### src/design/acs_cfg.svh
// constants of the converter control sequencer
`ifndef ACS_CFG_SVH
`define ACS_CFG_SVH
`define ACS_ADDR_CTRL 4'h0
`define ACS_ADDR_RESULT 4'h1
`define ACS_ADDR_STAT 4'h2
`define ACS_ADDR_CLR 4'h3
`define ACS_ADDR_IEN 4'h4
`define ACS_ADDR_AUTO 4'h5
`define ACS_CTRL_MASK 16'ha7f6
`define ACS_BIT_ON 15
`define ACS_BIT_SIDL 13
`define ACS_BIT_RES 10
`define ACS_BIT_FORM 8
`define ACS_BIT_SRC 4
`define ACS_BIT_AUTO_SAMPLE 2
`define ACS_BIT_SAMPLE_ENABLE 1
`define ACS_BIT_DONE 0
`define ACS_CONV_CYC_10 8'h0c
`define ACS_CONV_CYC_12 8'h0e
`define ACS_AUTO_RST 8'h1f
`endif

### src/design/acs_pkg.sv
// types of the converter control sequencer
package acs_pkg;
   typedef enum logic [3:0] {
      ACS_SRC_SW = 4'h0,
      ACS_SRC_TMR3 = 4'h2,
      ACS_SRC_TMR5 = 4'h3,
      ACS_SRC_CTU = 4'h4,
      ACS_SRC_TMR1 = 4'h5,
      ACS_SRC_AUTO = 4'h7
   } acs_src_t;
   typedef struct packed {
      logic wr;
      logic rd;
      logic [3:0] addr;
      logic [15:0] wdata;
   } acs_bus_t;
   typedef struct packed {
      logic tmr1;
      logic tmr3;
      logic tmr5;
      logic ctu;
   } acs_trig_t;
endpackage

### src/design/acs_format.sv
// result formatter for the converter
`timescale 1ns/100ps
module acs_format
(
   // clock and reset
   input wire logic mclk_i,
   input wire logic rst_n_i,
   // raw result
   input wire logic load_i,
   input wire logic res12_i,
   input wire logic [1:0] form_i,
   input wire logic [11:0] raw_i,
   // formatted result
   output logic [15:0] result_o
);
   logic [15:0] next_result;
   logic [15:0] result;
   logic [11:0] code;
   logic [11:0] offs;
   always_comb
   begin
      code = res12_i ? raw_i : {2'h0, raw_i[9:0]};
      offs = res12_i ? (code ^ 12'h800) : (code ^ 12'h200);
      next_result = result;
      if (load_i)
      begin
         case (form_i)
            2'h3:
               next_result = res12_i ? {offs, 4'h0} : {offs[9:0], 6'h00};
            2'h1:
               next_result = res12_i ? {{4{offs[11]}}, offs} : {{6{offs[9]}}, offs[9:0]};
            2'h2:
               next_result = res12_i ? {code, 4'h0} : {code[9:0], 6'h00};
            default:
               next_result = {4'h0, code};
         endcase
      end
   end
   always_ff @(posedge mclk_i)
   begin
      if (!rst_n_i)
         result <= 16'h0000;
      else
         result <= next_result;
   end
   assign result_o = result;
endmodule

### src/design/acs_top.sv
// converter control sequencer with register port
//
// The placing of the registers and the plain strobed port were chosen for this implementation.
`timescale 1ns/100ps
`include "acs_cfg.svh"
module acs_top
(
   // clock and reset
   input wire logic mclk_i,
   input wire logic rst_n_i,
   // register port
   input wire acs_pkg::acs_bus_t bus_i,
   output logic [15:0] rdata_o,
   // device state and trigger events
   input wire logic idle_i,
   input wire acs_pkg::acs_trig_t trig_i,
   // converter core
   input wire logic [11:0] conv_data_i,
   output logic powered_o,
   output logic sampling_o,
   output logic converting_o,
   output logic res12_o,
   // interrupt
   output logic irq_o
);
   import acs_pkg::*;
   logic [15:0] ctrl;
   logic [15:0] next_ctrl;
   logic [7:0] cnt;
   logic [7:0] next_cnt;
   logic [7:0] auto_cyc;
   logic [7:0] next_auto_cyc;
   logic busy;
   logic next_busy;
   logic [1:0] sts;
   logic [1:0] next_sts;
   logic [1:0] ien;
   logic [1:0] next_ien;
   logic [15:0] rdata;
   logic [15:0] next_rdata;
   logic [15:0] result;
   logic [3:0] tsync1;
   logic [3:0] tsync2;
   logic [3:0] tsync3;
   logic [3:0] tedge;
   logic [3:0] tlvl;
   logic [3:0] next_tlvl;
   logic run;
   logic trig;
   logic done_ev;
   logic sw_trig;
   logic wr_ctrl;
   acs_src_t src;

   // event synchronisers, edge once second and third stages agree
   // agreed level moves only on a match, so a one-cycle glitch never counts
   always_comb
   begin
      next_tlvl = (tsync2 & tsync3) | (tlvl & (tsync2 | tsync3));
   end
   always_ff @(posedge mclk_i)
   begin
      if (!rst_n_i)
      begin
         tsync1 <= 4'h0;
         tsync2 <= 4'h0;
         tsync3 <= 4'h0;
         tlvl <= 4'h0;
      end
      else
      begin
         tsync1 <= {trig_i.tmr1, trig_i.tmr3, trig_i.tmr5, trig_i.ctu};
         tsync2 <= tsync1;
         tsync3 <= tsync2;
         tlvl <= next_tlvl;
      end
   end
   assign tedge = tsync2 & tsync3 & ~tlvl;

   assign wr_ctrl = bus_i.wr && (bus_i.addr == `ACS_ADDR_CTRL);
   assign run = ctrl[`ACS_BIT_ON] && !(ctrl[`ACS_BIT_SIDL] && idle_i);
   assign src = acs_src_t'(ctrl[`ACS_BIT_SRC +: 4]);
   assign sw_trig = wr_ctrl && ctrl[`ACS_BIT_SAMPLE_ENABLE] && !bus_i.wdata[`ACS_BIT_SAMPLE_ENABLE];

   // trigger selection ends sampling
   always_comb
   begin
      trig = 1'b0;
      case (src)
         ACS_SRC_SW: trig = sw_trig;
         ACS_SRC_TMR1: trig = tedge[3];
         ACS_SRC_TMR3: trig = tedge[2];
         ACS_SRC_TMR5: trig = tedge[1];
         ACS_SRC_CTU: trig = tedge[0];
         ACS_SRC_AUTO: trig = (cnt == auto_cyc);
         default: trig = 1'b0;
      endcase
      trig = trig && run && ctrl[`ACS_BIT_SAMPLE_ENABLE] && !busy;
   end
   assign done_ev = busy && run && (cnt == 8'h01);

   // sequencer state and control register
   always_comb
   begin
      next_ctrl = ctrl;
      next_cnt = cnt;
      next_busy = busy;
      next_auto_cyc = auto_cyc;
      if (wr_ctrl)
         next_ctrl = (bus_i.wdata & `ACS_CTRL_MASK) | (ctrl & 16'h0001);
      if (bus_i.wr && (bus_i.addr == `ACS_ADDR_AUTO))
         next_auto_cyc = bus_i.wdata[7:0];
      if (!run)
      begin
         next_busy = 1'b0;
         next_cnt = 8'h00;
      end
      else if (trig)
      begin
         next_busy = 1'b1;
         next_ctrl[`ACS_BIT_SAMPLE_ENABLE] = 1'b0;
         next_ctrl[`ACS_BIT_DONE] = 1'b0;
         next_cnt = ctrl[`ACS_BIT_RES] ? `ACS_CONV_CYC_12 : `ACS_CONV_CYC_10;
      end
      else if (busy)
      begin
         next_ctrl[`ACS_BIT_SAMPLE_ENABLE] = 1'b0;
         if (done_ev)
         begin
            next_busy = 1'b0;
            next_cnt = 8'h00;
            next_ctrl[`ACS_BIT_DONE] = 1'b1;
            if (ctrl[`ACS_BIT_AUTO_SAMPLE])
               next_ctrl[`ACS_BIT_SAMPLE_ENABLE] = 1'b1;
         end
         else
            next_cnt = cnt - 8'h01;
      end
      else if (ctrl[`ACS_BIT_SAMPLE_ENABLE] && (src == ACS_SRC_AUTO))
         next_cnt = cnt + 8'h01;
      else
         next_cnt = 8'h00;
      if (trig && !busy)
         next_cnt = ctrl[`ACS_BIT_RES] ? `ACS_CONV_CYC_12 : `ACS_CONV_CYC_10;
   end
   always_ff @(posedge mclk_i)
   begin
      if (!rst_n_i)
      begin
         ctrl <= 16'h0000;
         cnt <= 8'h00;
         busy <= 1'b0;
         auto_cyc <= `ACS_AUTO_RST;
      end
      else
      begin
         ctrl <= next_ctrl;
         cnt <= next_cnt;
         busy <= next_busy;
         auto_cyc <= next_auto_cyc;
      end
   end

   // interrupt status: bit0 conversion done, bit1 trigger taken
   always_comb
   begin
      next_sts = sts;
      next_ien = ien;
      if (bus_i.wr && (bus_i.addr == `ACS_ADDR_CLR))
         next_sts = sts & ~bus_i.wdata[1:0];
      if (bus_i.wr && (bus_i.addr == `ACS_ADDR_IEN))
         next_ien = bus_i.wdata[1:0];
      next_sts = next_sts | {trig, done_ev};
   end
   always_ff @(posedge mclk_i)
   begin
      if (!rst_n_i)
      begin
         sts <= 2'h0;
         ien <= 2'h0;
      end
      else
      begin
         sts <= next_sts;
         ien <= next_ien;
      end
   end

   // read port, data one cycle after the strobe
   always_comb
   begin
      next_rdata = 16'h0000;
      if (bus_i.rd)
      begin
         if (bus_i.addr == `ACS_ADDR_CTRL)
            next_rdata = ctrl;
         else if (bus_i.addr == `ACS_ADDR_RESULT)
            next_rdata = result;
         else if (bus_i.addr == `ACS_ADDR_STAT)
            next_rdata = {14'h0000, sts};
         else if (bus_i.addr == `ACS_ADDR_IEN)
            next_rdata = {14'h0000, ien};
         else if (bus_i.addr == `ACS_ADDR_AUTO)
            next_rdata = {8'h00, auto_cyc};
         else
            next_rdata = 16'h0000;
      end
   end
   always_ff @(posedge mclk_i)
   begin
      if (!rst_n_i)
         rdata <= 16'h0000;
      else
         rdata <= next_rdata;
   end

   acs_format u_format
   (
      .mclk_i(mclk_i),
      .rst_n_i(rst_n_i),
      .load_i(done_ev),
      .res12_i(ctrl[`ACS_BIT_RES]),
      .form_i(ctrl[`ACS_BIT_FORM +: 2]),
      .raw_i(conv_data_i),
      .result_o(result)
   );

   assign rdata_o = rdata;
   assign powered_o = ctrl[`ACS_BIT_ON];
   assign sampling_o = ctrl[`ACS_BIT_SAMPLE_ENABLE] && run;
   assign converting_o = busy;
   assign res12_o = ctrl[`ACS_BIT_RES];
   assign irq_o = |(sts & ien);
endmodule

### config.mk
export PLATFORM = sky130hd
export DESIGN_NAME = acs_top
export DESIGN_NICKNAME = d
export VERILOG_FILES = /design/src/design/acs_pkg.sv /design/src/design/acs_format.sv /design/src/design/acs_top.sv
export VERILOG_INCLUDE_DIRS = /design/src /design/src/design
export SDC_FILE = /design/constraint.sdc
export NUM_CORES = 1
export LEC_CHECK = 0
export BUFFER_PORTS_ARGS = -buffer_cell sky130_fd_sc_hd__buf_2
export CORE_UTILIZATION = 55
export CTS_BUF_LIST = sky130_fd_sc_hd__clkbuf_2 sky130_fd_sc_hd__clkbuf_4 sky130_fd_sc_hd__clkbuf_8
export DETAILED_ROUTE_END_ITERATION = 6
export GPL_ROUTABILITY_DRIVEN = 0
export HOLD_SLACK_MARGIN = 0.03
export MAX_ROUTING_LAYER = met4
export PLACE_DENSITY_LB_ADDON = 0.05
export REMOVE_ABC_BUFFERS = 1
export SLEW_MARGIN = 20
export SYNTH_ARGS = -nofsm -noshare
export SYNTH_HDL_FRONTEND = slang
export SYNTH_SLANG_ARGS = --single-unit
### constraint.sdc
create_clock -name mclk_i -period 4.5 [get_ports mclk_i]
set_input_delay 1.35 -clock mclk_i [delete_from_list [all_inputs] [get_ports mclk_i]]
set_output_delay 1.35 -clock mclk_i [all_outputs]
set_load 0.02 [all_outputs]
# Word level (Yosys, flattened, before mapping)
# Cells that the tools add are included.
# classes
n_reduce_logical	24
order_cmp	0
multipliers	0
add_sub_neg	2
shift	0
div_mod_pow	0
mux	29
bitwise	13
n_eq_ne	15
# ops
op	count
two-way mux 16 bit	5
two-way mux 8 bit	9
case mux 16 bit (3 select lines)	1
two-way mux 12 bit	2
== test 4 x 3 -> 1 bit (second input constant)	5
== test 4 x 2 -> 1 bit (second input constant)	4
logical AND 1 bit	16
bitwise OR 16 x 1 -> 16 bit	1
two-way mux 2 bit	7
bitwise AND 4 bit	3
adder 8 x 1 -> 8 bit (second input constant)	1
== test 8 x 1 -> 1 bit (second input constant)	1
== test 8 bit	1
zero test 4 bit	2
bitwise OR 4 bit	2
subtractor 8 x 1 -> 8 bit (second input constant)	1
case mux 1 bit (6 select lines)	1
bitwise AND 2 bit	2
== test 2 bit (second input constant)	2
== test 4 x 1 -> 1 bit (second input constant)	1
two-way mux 1 bit	4
NOT 4 bit	1
AND reduction 2 bit	2
zero test 1 bit	3
other kinds (5)	6
# totals
memories	0
latchBits	0
in_bits	41
output_inout_bits	21
mem_bits_ro	0
ff_bits	85
ram_bits	0
elab_cells	96

# Logic depth before layout (Yosys ltp)
# Gate-level depths: netlist (run 1).
# logic_depth
word_depth	11
mapped_depth	8

# Modules after synthesis
# From an unflattened synthesis (run 1), not the netlist that was laid out.
# hier_totals
hier_cells	426
area_unflattened_um2	3728.6
# modules_own_cells
mod	instances	seq_area_each_um2	area_each_um2	cells_each
acs_top	1	1301.2	2931.6	338
acs_format	1	320.3	797.0	88

# Worst setup path after synthesis (run 1)
# OpenSTA, ideal clock, no wires.
# synth_timing
kind	input port to output port
from	in idle_i
to	out sampling_o
t_required_ps	3150
t_arrival_ps	1889
path_stages	2
path_slack_ps	1261
cell_sequence	a21boi_2 -> and2_1
# synth_between
elab_chain_cells	4
# synth_lines
element	line	text
start: declaration	acs_top.sv:15	input wire logic idle_i,
logical AND 1 bit	acs_top.sv:81	assign run = ctrl[`ACS_BIT_ON] && !(ctrl[`ACS_BIT_SIDL] && idle_i);
zero test 1 bit	acs_top.sv:81	
logical AND 1 bit	acs_top.sv:81	
logical AND 1 bit	acs_top.sv:230	assign sampling_o = ctrl[`ACS_BIT_SAMPLE_ENABLE] && run;
end: declaration	acs_top.sv:20	output logic sampling_o,
# Every way passes these cells.

# Final worst setup path (run 1)
# Same ends and word-level chain as after synthesis.

==> reports/qor.csv, run 1 <==
stage,metric,value,unit
run_status,outcome,"finished, violations left",
run_status,violations,DRC,
sta,fin_setup_tns,0,ns
pwr,peakVddDrop,0.2529,mV
synthesis,synth_top_cell_by_area,dfxtp_1,
flow_run,maxCapViolCount,0,
die,die_w,84.27,microns
die,dieArea,7101,sq um
synthesis,synth_fa_ha_area_frac,0.01008,
die,rows,29,
synthesis,yosys.cell_types.count,61,
sta,drv_slew,0,
cts,clk_latency,0.35,ns
layout,drive_gt1_frac,0.1979,
route,ant_nets,0,
sta,slew_headroom,0.3172,
sta,fmax,289.1,MHz
setup_path,startpoint_type,input pin,
route,dr.pass1.iters,7,
setup_path,crit_type,input pin to output pin,
synthesis,synth-edff-count,0,
placed_design,dp_slack,1.037,ns
sta,hold_viol,0,
route,wirelength,8640,microns
grt,grt_usage,0.2616,
sta,finalCritPeriodShare,0.7686,
synthesis,postSynthCellCount,429,
layout,n_antenna_cell,0,
route,via_count,3253,
synthesis,synth_commonest_cells,"81 x dfxtp_1, 56 x nor2_1, 49 x nand2_1",
grt,grt_pass1_vias,2937,
setup_path,cp.arrival,2.11,ns
synthesis,synthArstFlopShare,0,
synthesis,synth_xor_area_frac,0.02118,
sta,fin_ws,1.041,ns
synthesis,netlist_top_cells_area,"dfxtp_1 44%, mux2i_1 5.6%, nor2_1 5.6%, nand2_1 4.9%, and2_1 2.9%",
die,core_area,6459,sq um
synthesis,synth_compound_area_frac,0.1765,
synthesis,ys_seq_area_frac,0.4356,
synthesis,ys_warn_count,0,
route,wl_per_cell,15.51,microns
cts,clkSinkCount,81,
grt,grt.overflow.total,0,
synthesis,ys.flop_type,dfxtp_1,
sta,tightestPinTransition,1.018,ns
route,viasPerCell,5.840,
cts,cts_buffers,9,
route,drtIter0Drc,196,
cts,holdBufCountCts,0,
die,io_pins,62,
grt,grt_max_degree,34,
sta,clock-skew-final,0.01103,ns
cts,h-tree-depth,3,
setup_path,cp.required,3.15,ns
cts,cts_resized,0,
die,die_y,84.27,microns
grt,grt_pass1_wl,14190,microns
synthesis,netlist.area_leader.share,0.4356,
layout,area_growth,14.32,%
synthesis,synthMuxAreaShare,0.07160,
cts,cts_tree,done,
sta,setup_viol,0,
synthesis,synth.most_common_cell,dfxtp_1,
synthesis,synth_top_family_by_area,simple AND/OR/NAND/NOR gates,
cts,post_cts_buffers,0,
grt,grt_antenna_before_repair,0,
placed_design,dp_hpwl,6126,microns
placed_design,numPortBuffers,58,
setup_path,critPathCaptureType,output pin,
cts,cts_buffer_depth,2,
hold_path,min_path_type,flop to flop,
layout,nNetsFinal,519,
placed_design,dp.cells,541,
layout,fin_cells,557,
die,initial_utilization,0.5763,
synthesis,synth-simple-area-share,0.2481,
setup_path,crit_fanout,9,
pwr,p_per_area,319.1,nW/um^2
cts,clock-root-buffer,clkbuf_8,
route,drc,2,
synthesis,synth_area_per_cell,8.677,sq um
pwr,leakage,1.649,nW
sta,fin_crit,3.459,ns
synthesis,ys_seq_elements,81,
cts,clk_pin_slew,0.08,ns
sta,rsz0062_at_grt,no,
synthesis,synth.cell_area,3722,sq um
[registers in the layout (all words and copies together) (netlist names)]
name	cells
rdata_o	16
u_format.result_o	16
ctrl	12
auto_cyc	8
cnt	8
tlvl	4
tsync1	4
tsync2	4
tsync3	4
ien	2
sts	2
converting_o	1
[layer usage]
metal / up-vias / share of wire / track usage / routed length [microns]
met1: 1537 / 0.47 / 0.3337 / 4083
met2: 77 / 0.47 / 0.4106 / 4026
met4: 0 / 0.020 / 0.1082 / 174
met5: - / 0 / - / 0
li1: 1620 / - / - / -
met3: 19 / 0.041 / 0.04621 / 355
[layout by cell type (no fill, tap or decap), drive strengths merged, types with 7 or more instances in the layout]
cell type   n
nor3b       7
nor3       10
inv         9
buf        61
a2111oi     8
o21ai      17
mux2i      21
clkbuf     11
nand3      14
dfxtp      81
nand2      49
nor2       56
a21oi      20
and2       17
[final cells by class]
class | count | area, sq um
fillers | 589 | 2203
multi-input cells | 313 | 1978
clock inverters | 5 | 61.31
clock buffers | 11 | 151.4
well taps | 77 | 96.34
inverters | 9 | 33.78
flip-flops and latches | 81 | 1622
repair buffers | 61 | 312.8
[metrics by stage]
stage,power (mW),hold WS (ns),instance area [sq um],utilization
2_1_floorplan,0.7801,0.4118,3618,-
3_3_place_gp,0.8191,0.4141,4043,0.6259
3_5_place_dp,0.8204,0.4193,4043,0.6259
4_1_cts,1.373,0.4380,4255,0.6589
5_1_grt,1.411,0.4538,4255,0.6589
6_report,1.358,0.4376,4255,0.6589
[cells by family (layout without fill, tap and decap cells)]
| group | count (synthesis) | after routing |
|---|---|---|
| buffers and inverters | 35 | 86 |
| multiplexers | 26 | 26 |
| AO/OA/AOI/OAI | 92 | 92 |
| AND/OR/NAND/NOR | 183 | 183 |
| flip-flops | 81 | 81 |
| adder cells (fa/ha/maj) | 3 | 3 |
| XOR/XNOR | 9 | 9 |
[power by group]
group	switching (mW)	leakage (nW)	internal (mW)
clock	0.265	0.0982	0.288
sequential	0.00726	0.655	0.724
combinational	0.0417	0.895	0.0307
[worst paths after layout]
check / startpoint / endpoint / slack [ns] / cells past startpoint
setup / recovery: idle_i / sampling_o / 1.04 / 4
setup reg to reg: cnt[0] / u_format.result_o[4] / 1.98 / 5
hold reg to reg: tsync1[0] / tsync2[0] / 0.44 / 1
hold / removal: tsync1[0] / tsync2[0] / 0.44 / 1
[worst max-delay path, stage by stage]
cell,delay [ns]
buf_2,0.10
a21boi_2,0.32
and2_1,0.18
buf_2,0.15
(Power assumes the default switching activity.)
==> run 2, diff against run 1 <==
- CORE_UTILIZATION: 55 -> 52
- clock period: 4.5 -> 3.14 ns (I/O delays scaled with it)
==> reports/qor.csv, run 2 (synthesis results as in run 1) <==
stage,metric,value,unit,change
setup_path,cp.arrival,1.46,ns,-0.65 ns
setup_path,crit_type,input pin to output pin,,
flow_run,maxCapViolCount,0,,unchanged
setup_path,worst_path_most_repeated_cell,buf_2,,
setup_path,crit_fanout,2,,-7
setup_path,slowest_delay,0.15,ns,-0.17 ns
placed_design,numPortBuffers,58,,unchanged
pwr,p_per_area,464.0,nW/um^2,+45%
grt,grt.overflow.total,0,,unchanged
die,io_pins,62,,unchanged
cts,h-tree-depth,3,,unchanged
grt,grt_antenna_before_repair,0,,unchanged
cts,holdBufCountCts,0,,unchanged
cts,clk_latency,0.36,ns,about the same
pwr,peakVddDrop,0.2134,mV,-16%
cts,post_cts_buffers,0,,unchanged
layout,fin_cells,584,,+4.8%
route,drc,0,,-2
die,die_y,86.61,microns,+2.8%
grt,grt_pass1_wl,14670,microns,+3.4%
run_status,outcome,"complete, no violations",,
die,rows,30,,+3.4%
sta,finalCritPeriodShare,0.7636,,
sta,tightestPinTransition,0.7973,ns,-0.2205 ns
setup_path,critPathSlowestCell,buf_2,,
layout,final_cell_mix,"81 x dfxtp_1, 58 x buf_2, 56 x nor2_1",,
setup_path,path_cells,buf_2 > a21boi_2 > and2_1 > buf_2,,
cts,cts_tree,done,,
grt,grt_pass1_vias,2992,,+1.9%
placed_design,dp.cells,568,,+5.0%
layout,area_growth,17.01,%,
route,wirelength,8868,microns,+2.6%
sta,setup_viol,0,,unchanged
setup_path,rr_worst_depth,6,,+1
route,drtIter0Drc,172,,-12%
layout,drive_gt1_frac,0.2111,,+0.01315
cts,clock-root-buffer,clkbuf_8,,
cts,clkSinkCount,81,,unchanged
pwr,leakage,1.707,nW,+3.6%
route,wl_per_cell,15.18,microns,-2.1%
route,viasPerCell,5.604,,-4.0%
setup_path,timing.rr.end,cnt[3],,
cts,cts_buffers,9,,unchanged
setup_path,r2r-start,cnt[0],,
route,ant_nets,0,,unchanged
die,initial_utilization,0.5419,,-0.03443
die,core_area,6869,sq um,+6.4%
setup_path,crit_start,idle_i,,
grt,grt_usage,0.2614,,about the same
cts,cts_resized,0,,unchanged
sta,hold_ws,0.4403,ns,+0.002665 ns
sta,fin_crit,2.398,ns,
layout,final_common_cell,dfxtp_1,,
hold_path,min_path_type,flop to flop,,
grt,grt_max_degree,30,,-12%
setup_path,critPathCaptureType,output pin,,
sta,slew_headroom,0.4677,,+0.1505
sta,hold_viol,0,,unchanged
setup_path,cp.required,2.20,ns,-0.95 ns
sta,fmax,417.1,MHz,
route,via_count,3273,,+0.61%
route,dr.pass1.iters,5,,-2
die,dieArea,7500,sq um,+5.6%
placed_design,dp_hpwl,6359,microns,+3.8%
sta,rsz0062_at_grt,no,,
sta,clock-skew-final,0.01285,ns,+0.001829 ns
layout,fillers,640,,+8.7%
layout,nNetsFinal,527,,+1.5%
layout,n_antenna_cell,0,,unchanged
sta,drv_slew,0,,unchanged
setup_path,r2r_slack,0.94,ns,-1.04 ns
die,die_w,86.61,microns,+2.8%
cts,clk_pin_slew,0.08,ns,about the same
setup_path,startpoint_type,input pin,,
setup_path,critPathCapture,sampling_o,,
cts,cts_buffer_depth,2,,unchanged
## run 2: cell count changes in the layout (fill, tap and decap cells not counted), sizes merged
cell / previous run / this run
buf: 61 / 69
bufinv: 1 / 2
clkinvlp: 3 / 1
clkbuf: 11 / 12
## run 2: worst min-delay path by stage
| stage | startpoint | end | slack, ns | cells past startpoint |
|---|---|---|---|---|
| after floorplan | tsync1[0] | tsync2[0] | 0.41 | 1 |
| after global placement | tsync1[2] | tsync2[2] | 0.41 | 1 |
| after detailed placement | tsync1[1] | tsync2[1] | 0.43 | 1 |
| after CTS | tsync1[1] | tsync2[1] | 0.45 | 1 |
| after global routing | tsync1[1] | tsync2[1] | 0.45 | 1 |
| final | tsync1[1] | tsync2[1] | 0.44 | 1 |
## run 2: per-layer routing
metal | GRT usage | part of all wire
met1 | 0.3294 | 0.46
met2 | 0.4206 | 0.47
met3 | 0.05048 | 0.052
met4 | 0.08939 | 0.017
met5 | - | 0
## run 2: power breakdown
group | switching [mW] | internal, mW
logic | 0.0619 | 0.0475
registers | 0.00995 | 1.04
clock network | 0.374 | 0.489
total | 0.446 | 1.57
## run 2: final cells by class
cell class	count	area (sq um)	area share
clock buffers	12	152.6	0.03505
clock inverters	4	76.32	0.01752
inverters	9	33.78	0.007756
multi-input cells	313	1978	0.4542
flip-flops and latches	81	1622	0.3723
well taps	96	120.1	0.02758
repair buffers	69	372.9	0.08561
## run 2: worst max-delay path: cells and delay by family
family                 cells  cell delay (ns)
and+or+nand+nor            1             0.13
AOI/OAI and AO/OA          1             0.13
buffers and inverters      2             0.25
## run 2: per-stage QoR
stage | setup TNS [ns] | total power, mW | worst slack, ns | instance area (sq um) | utilization
after detailed placement | 0 | 1.181 | 0.4679 | 4126 | 0.6007
after floorplan | -7.533 | 1.118 | -0.5431 | 3618 | -
after global placement | 0 | 1.179 | 0.5052 | 4126 | 0.6007
after CTS | 0 | 2.028 | 0.7356 | 4355 | 0.6341
final | 0 | 2.021 | 0.7424 | 4355 | 0.6341
after global routing | 0 | 2.093 | 0.6939 | 4355 | 0.6341
==> run 3, diff against run 2 <==
- ABC_AREA: unset -> 1
- CORE_UTILIZATION: 52 -> 53
- clock period: 3.14 -> 2.15 ns (I/O delays scaled with it)
==> reports/qor.csv, run 3 <==
stage,metric,value,unit,change
cts,cts_resized,0,,unchanged
cts,clk_latency,0.36,ns,about the same
sta,finalCritPeriodShare,0.8846,,
cts,holdBufCountCts,0,,unchanged
pwr,leakage,1.892,nW,+11%
sta,fin_setup_tns,0,ns,unchanged
synthesis,netlist.area_leader.share,0.4330,,-0.002620
route,drtIter0Drc,186,,+8.1%
route,ant_nets,0,,unchanged
grt,grt_pass1_wl,14900,microns,+1.6%
die,dieArea,7405,sq um,-1.3%
sta,drv_slew,0,,unchanged
cts,cts_tree,done,,
setup_path,startpoint_type,input pin,,
sta,clock-skew-final,0.004577,ns,-0.008277 ns
synthesis,synth_top_cell_by_area,dfxtp_1,,
synthesis,netlist_top_cells_area,"dfxtp_1 43%, nand2_1 10%, inv_1 7.1%, o21ai_0 6.1%, a21oi_1 5.9%",,
setup_path,crit_type,input pin to output pin,,
synthesis,postSynthCellCount,517,,+21%
route,viasPerCell,5.080,,-9.4%
placed_design,dp.cells,662,,+17%
grt,grt.overflow.total,0,,unchanged
sta,hold_viol,0,,unchanged
pwr,p_per_area,681.0,nW/um^2,+47%
layout,fin_cells,678,,+16%
layout,final_common_cell,nand2_1,,
placed_design,dp_slack,0.1189,ns,-0.3490 ns
route,wirelength,8812,microns,-0.63%
layout,n_antenna_cell,0,,unchanged
cts,clkSinkCount,81,,unchanged
die,die_y,86.06,microns,-0.64%
placed_design,dp_hpwl,6474,microns,+1.8%
run_status,outcome,"complete, no violations",,
cts,clk_pin_slew,0.09,ns,about the same
pwr,finalPower,2.956,mW,+46%
sta,fin_ws,0.2480,ns,-0.4944 ns
route,wl_per_cell,13.00,microns,-14%
synthesis,synth.cell_area,3745,sq um,+0.61%
layout,final_cell_mix,"102 x nand2_1, 81 x dfxtp_1, 71 x inv_1",,
sta,fmax,525.8,MHz,
setup_path,cp.required,1.50,ns,-0.70 ns
pwr,p_int,2.243,mW,+42%
synthesis,synth.most_common_cell,nand2_1,,
cts,clock-root-buffer,clkbuf_8,,
setup_path,cp.arrival,1.26,ns,-0.20 ns
layout,area_growth,15.90,%,
setup_path,critPathCaptureType,output pin,,
sta,fin_crit,1.902,ns,
synthesis,ys.flop_type,dfxtp_1,,
synthesis,synthArstFlopShare,0,,unchanged
pwr,peakVddDrop,0.4446,mV,+110%
synthesis,synth_commonest_cells,"102 x nand2_1, 81 x dfxtp_1, 71 x inv_1",,
cts,cts_buffers,9,,unchanged
grt,grt_usage,0.2683,,+0.006917
grt,grt_antenna_before_repair,0,,unchanged
synthesis,ys_seq_area_frac,0.4330,,-0.002620
pwr,sw_frac_of_total,0.2412,,+0.02037
pwr,p_switching,0.7130,mW,+60%
die,core_area,6794,sq um,-1.1%
sta,slew_headroom,0.6134,,+0.1457
die,io_pins,62,,unchanged
sta,setup_viol,0,,unchanged
route,drc,0,,unchanged
synthesis,synth_area_per_cell,7.243,sq um,-17%
route,via_count,3444,,+5.2%
sta,tightestPinTransition,0.5792,ns,-0.2181 ns
synthesis,ys_seq_elements,81,,unchanged
synthesis,yosys.cell_types.count,36,,-41%
pwr,power_frac_clock,0.427,,about the same
layout,nNetsFinal,621,,+18%
pwr,p_comb_frac,0.055,,about the same
synthesis,synth-edff-count,0,,unchanged
cts,cts_buffer_depth,2,,unchanged
grt,grt_pass1_vias,3214,,+7.4%
flow_run,maxCapViolCount,0,,unchanged
setup_path,crit_fanout,4,,+2
sta,rsz0062_at_grt,no,,
cts,h-tree-depth,3,,unchanged
sta,hold_ws,0.4235,ns,-0.01686 ns
route,dr.pass1.iters,4,,-1
hold_path,min_path_type,flop to flop,,
die,die_w,86.06,microns,-0.64%
synthesis,ys_warn_count,0,,unchanged
pwr,pwr-share-seq,0.518,,about the same
layout,drive_gt1_frac,0.1718,,-0.03924
hold_path,holdCritStartpoint,tsync1[1],,
die,rows,30,,unchanged
setup_path,r2r-start,cnt[1],,
placed_design,numPortBuffers,58,,unchanged
cts,post_cts_buffers,0,,unchanged
grt,grt_max_degree,23,,-23%
setup_path,crit_start,idle_i,,
die,initial_utilization,0.5512,,+0.009303
-- run 3: changes by cell type after synthesis, sizes merged, moves of 6 or more --
cell     previous run  this run
a22o                6         0
a2111oi             8         0
a21oi              20        44
mux2i              21         0
nand2              49       106
nor3b               7         0
nand3              14        31
and2               17         0
nor4                6         0
inv                 9        72
clkbuf             19         7
o21ai              17        52
-- run 3: power by group through the flow --
stage	combinational (mW)	clock (mW)	sequential, mW
CTS	0.161	1.28	1.53
global route	0.182	1.35	1.53
finish	0.162	1.26	1.53
floorplan	0.0721	0	1.57
global placement	0.158	0	1.57
detailed placement	0.160	0	1.57
-- run 3: layer usage --
layer  global-route usage  part of all wire
met5                    -                 0
met4               0.1091             0.017
met3              0.04620             0.050
met1               0.3307              0.47
met2               0.4358              0.47
-- run 3: worst max-delay path: stages --
cell     delay, ns
buf_2         0.10
nand2_1       0.05
nand2_1       0.11
nor2_1        0.17
buf_2         0.19
-- run 3: worst paths after layout --
kind | slack [ns] | depth (start not counted) | end
worst max-delay path | 0.25 | 5 | sampling_o
worst max register to register | 0.56 | 10 | ctrl[1]
worst min-delay path | 0.42 | 2 | tsync2[1]
worst min register to register | 0.42 | 2 | tsync2[1]
-- run 3: cells by family after synthesis --
logic type	share of synthesized area
AOI/OAI and AO/OA	0.1871
buffers and inverters	0.1019
xor gates and xnor gates	0.03274
adders and majority gates	0.01002
and+or+nand+nor	0.2352
DFF	0.4330
-- run 3: cell type report --
type | count | area, sq um
Sequential cell | 81 | 1622
Clock buffer | 9 | 123.9
Multi-Input combinational cell | 346 | 1742
Tap cell | 96 | 120.1
Clock inverter | 7 | 102.6
Fill cell | 659 | 2454
Timing Repair Buffer | 67 | 357.8
Inverter | 72 | 272.8
-- run 3: metrics by stage --
step	utilization	area, sq um
after floorplan	-	3636
after global placement	0.6055	4114
after detailed placement	0.6055	4114
after CTS	0.6389	4340
after global routing	0.6389	4340
final	0.6389	4340
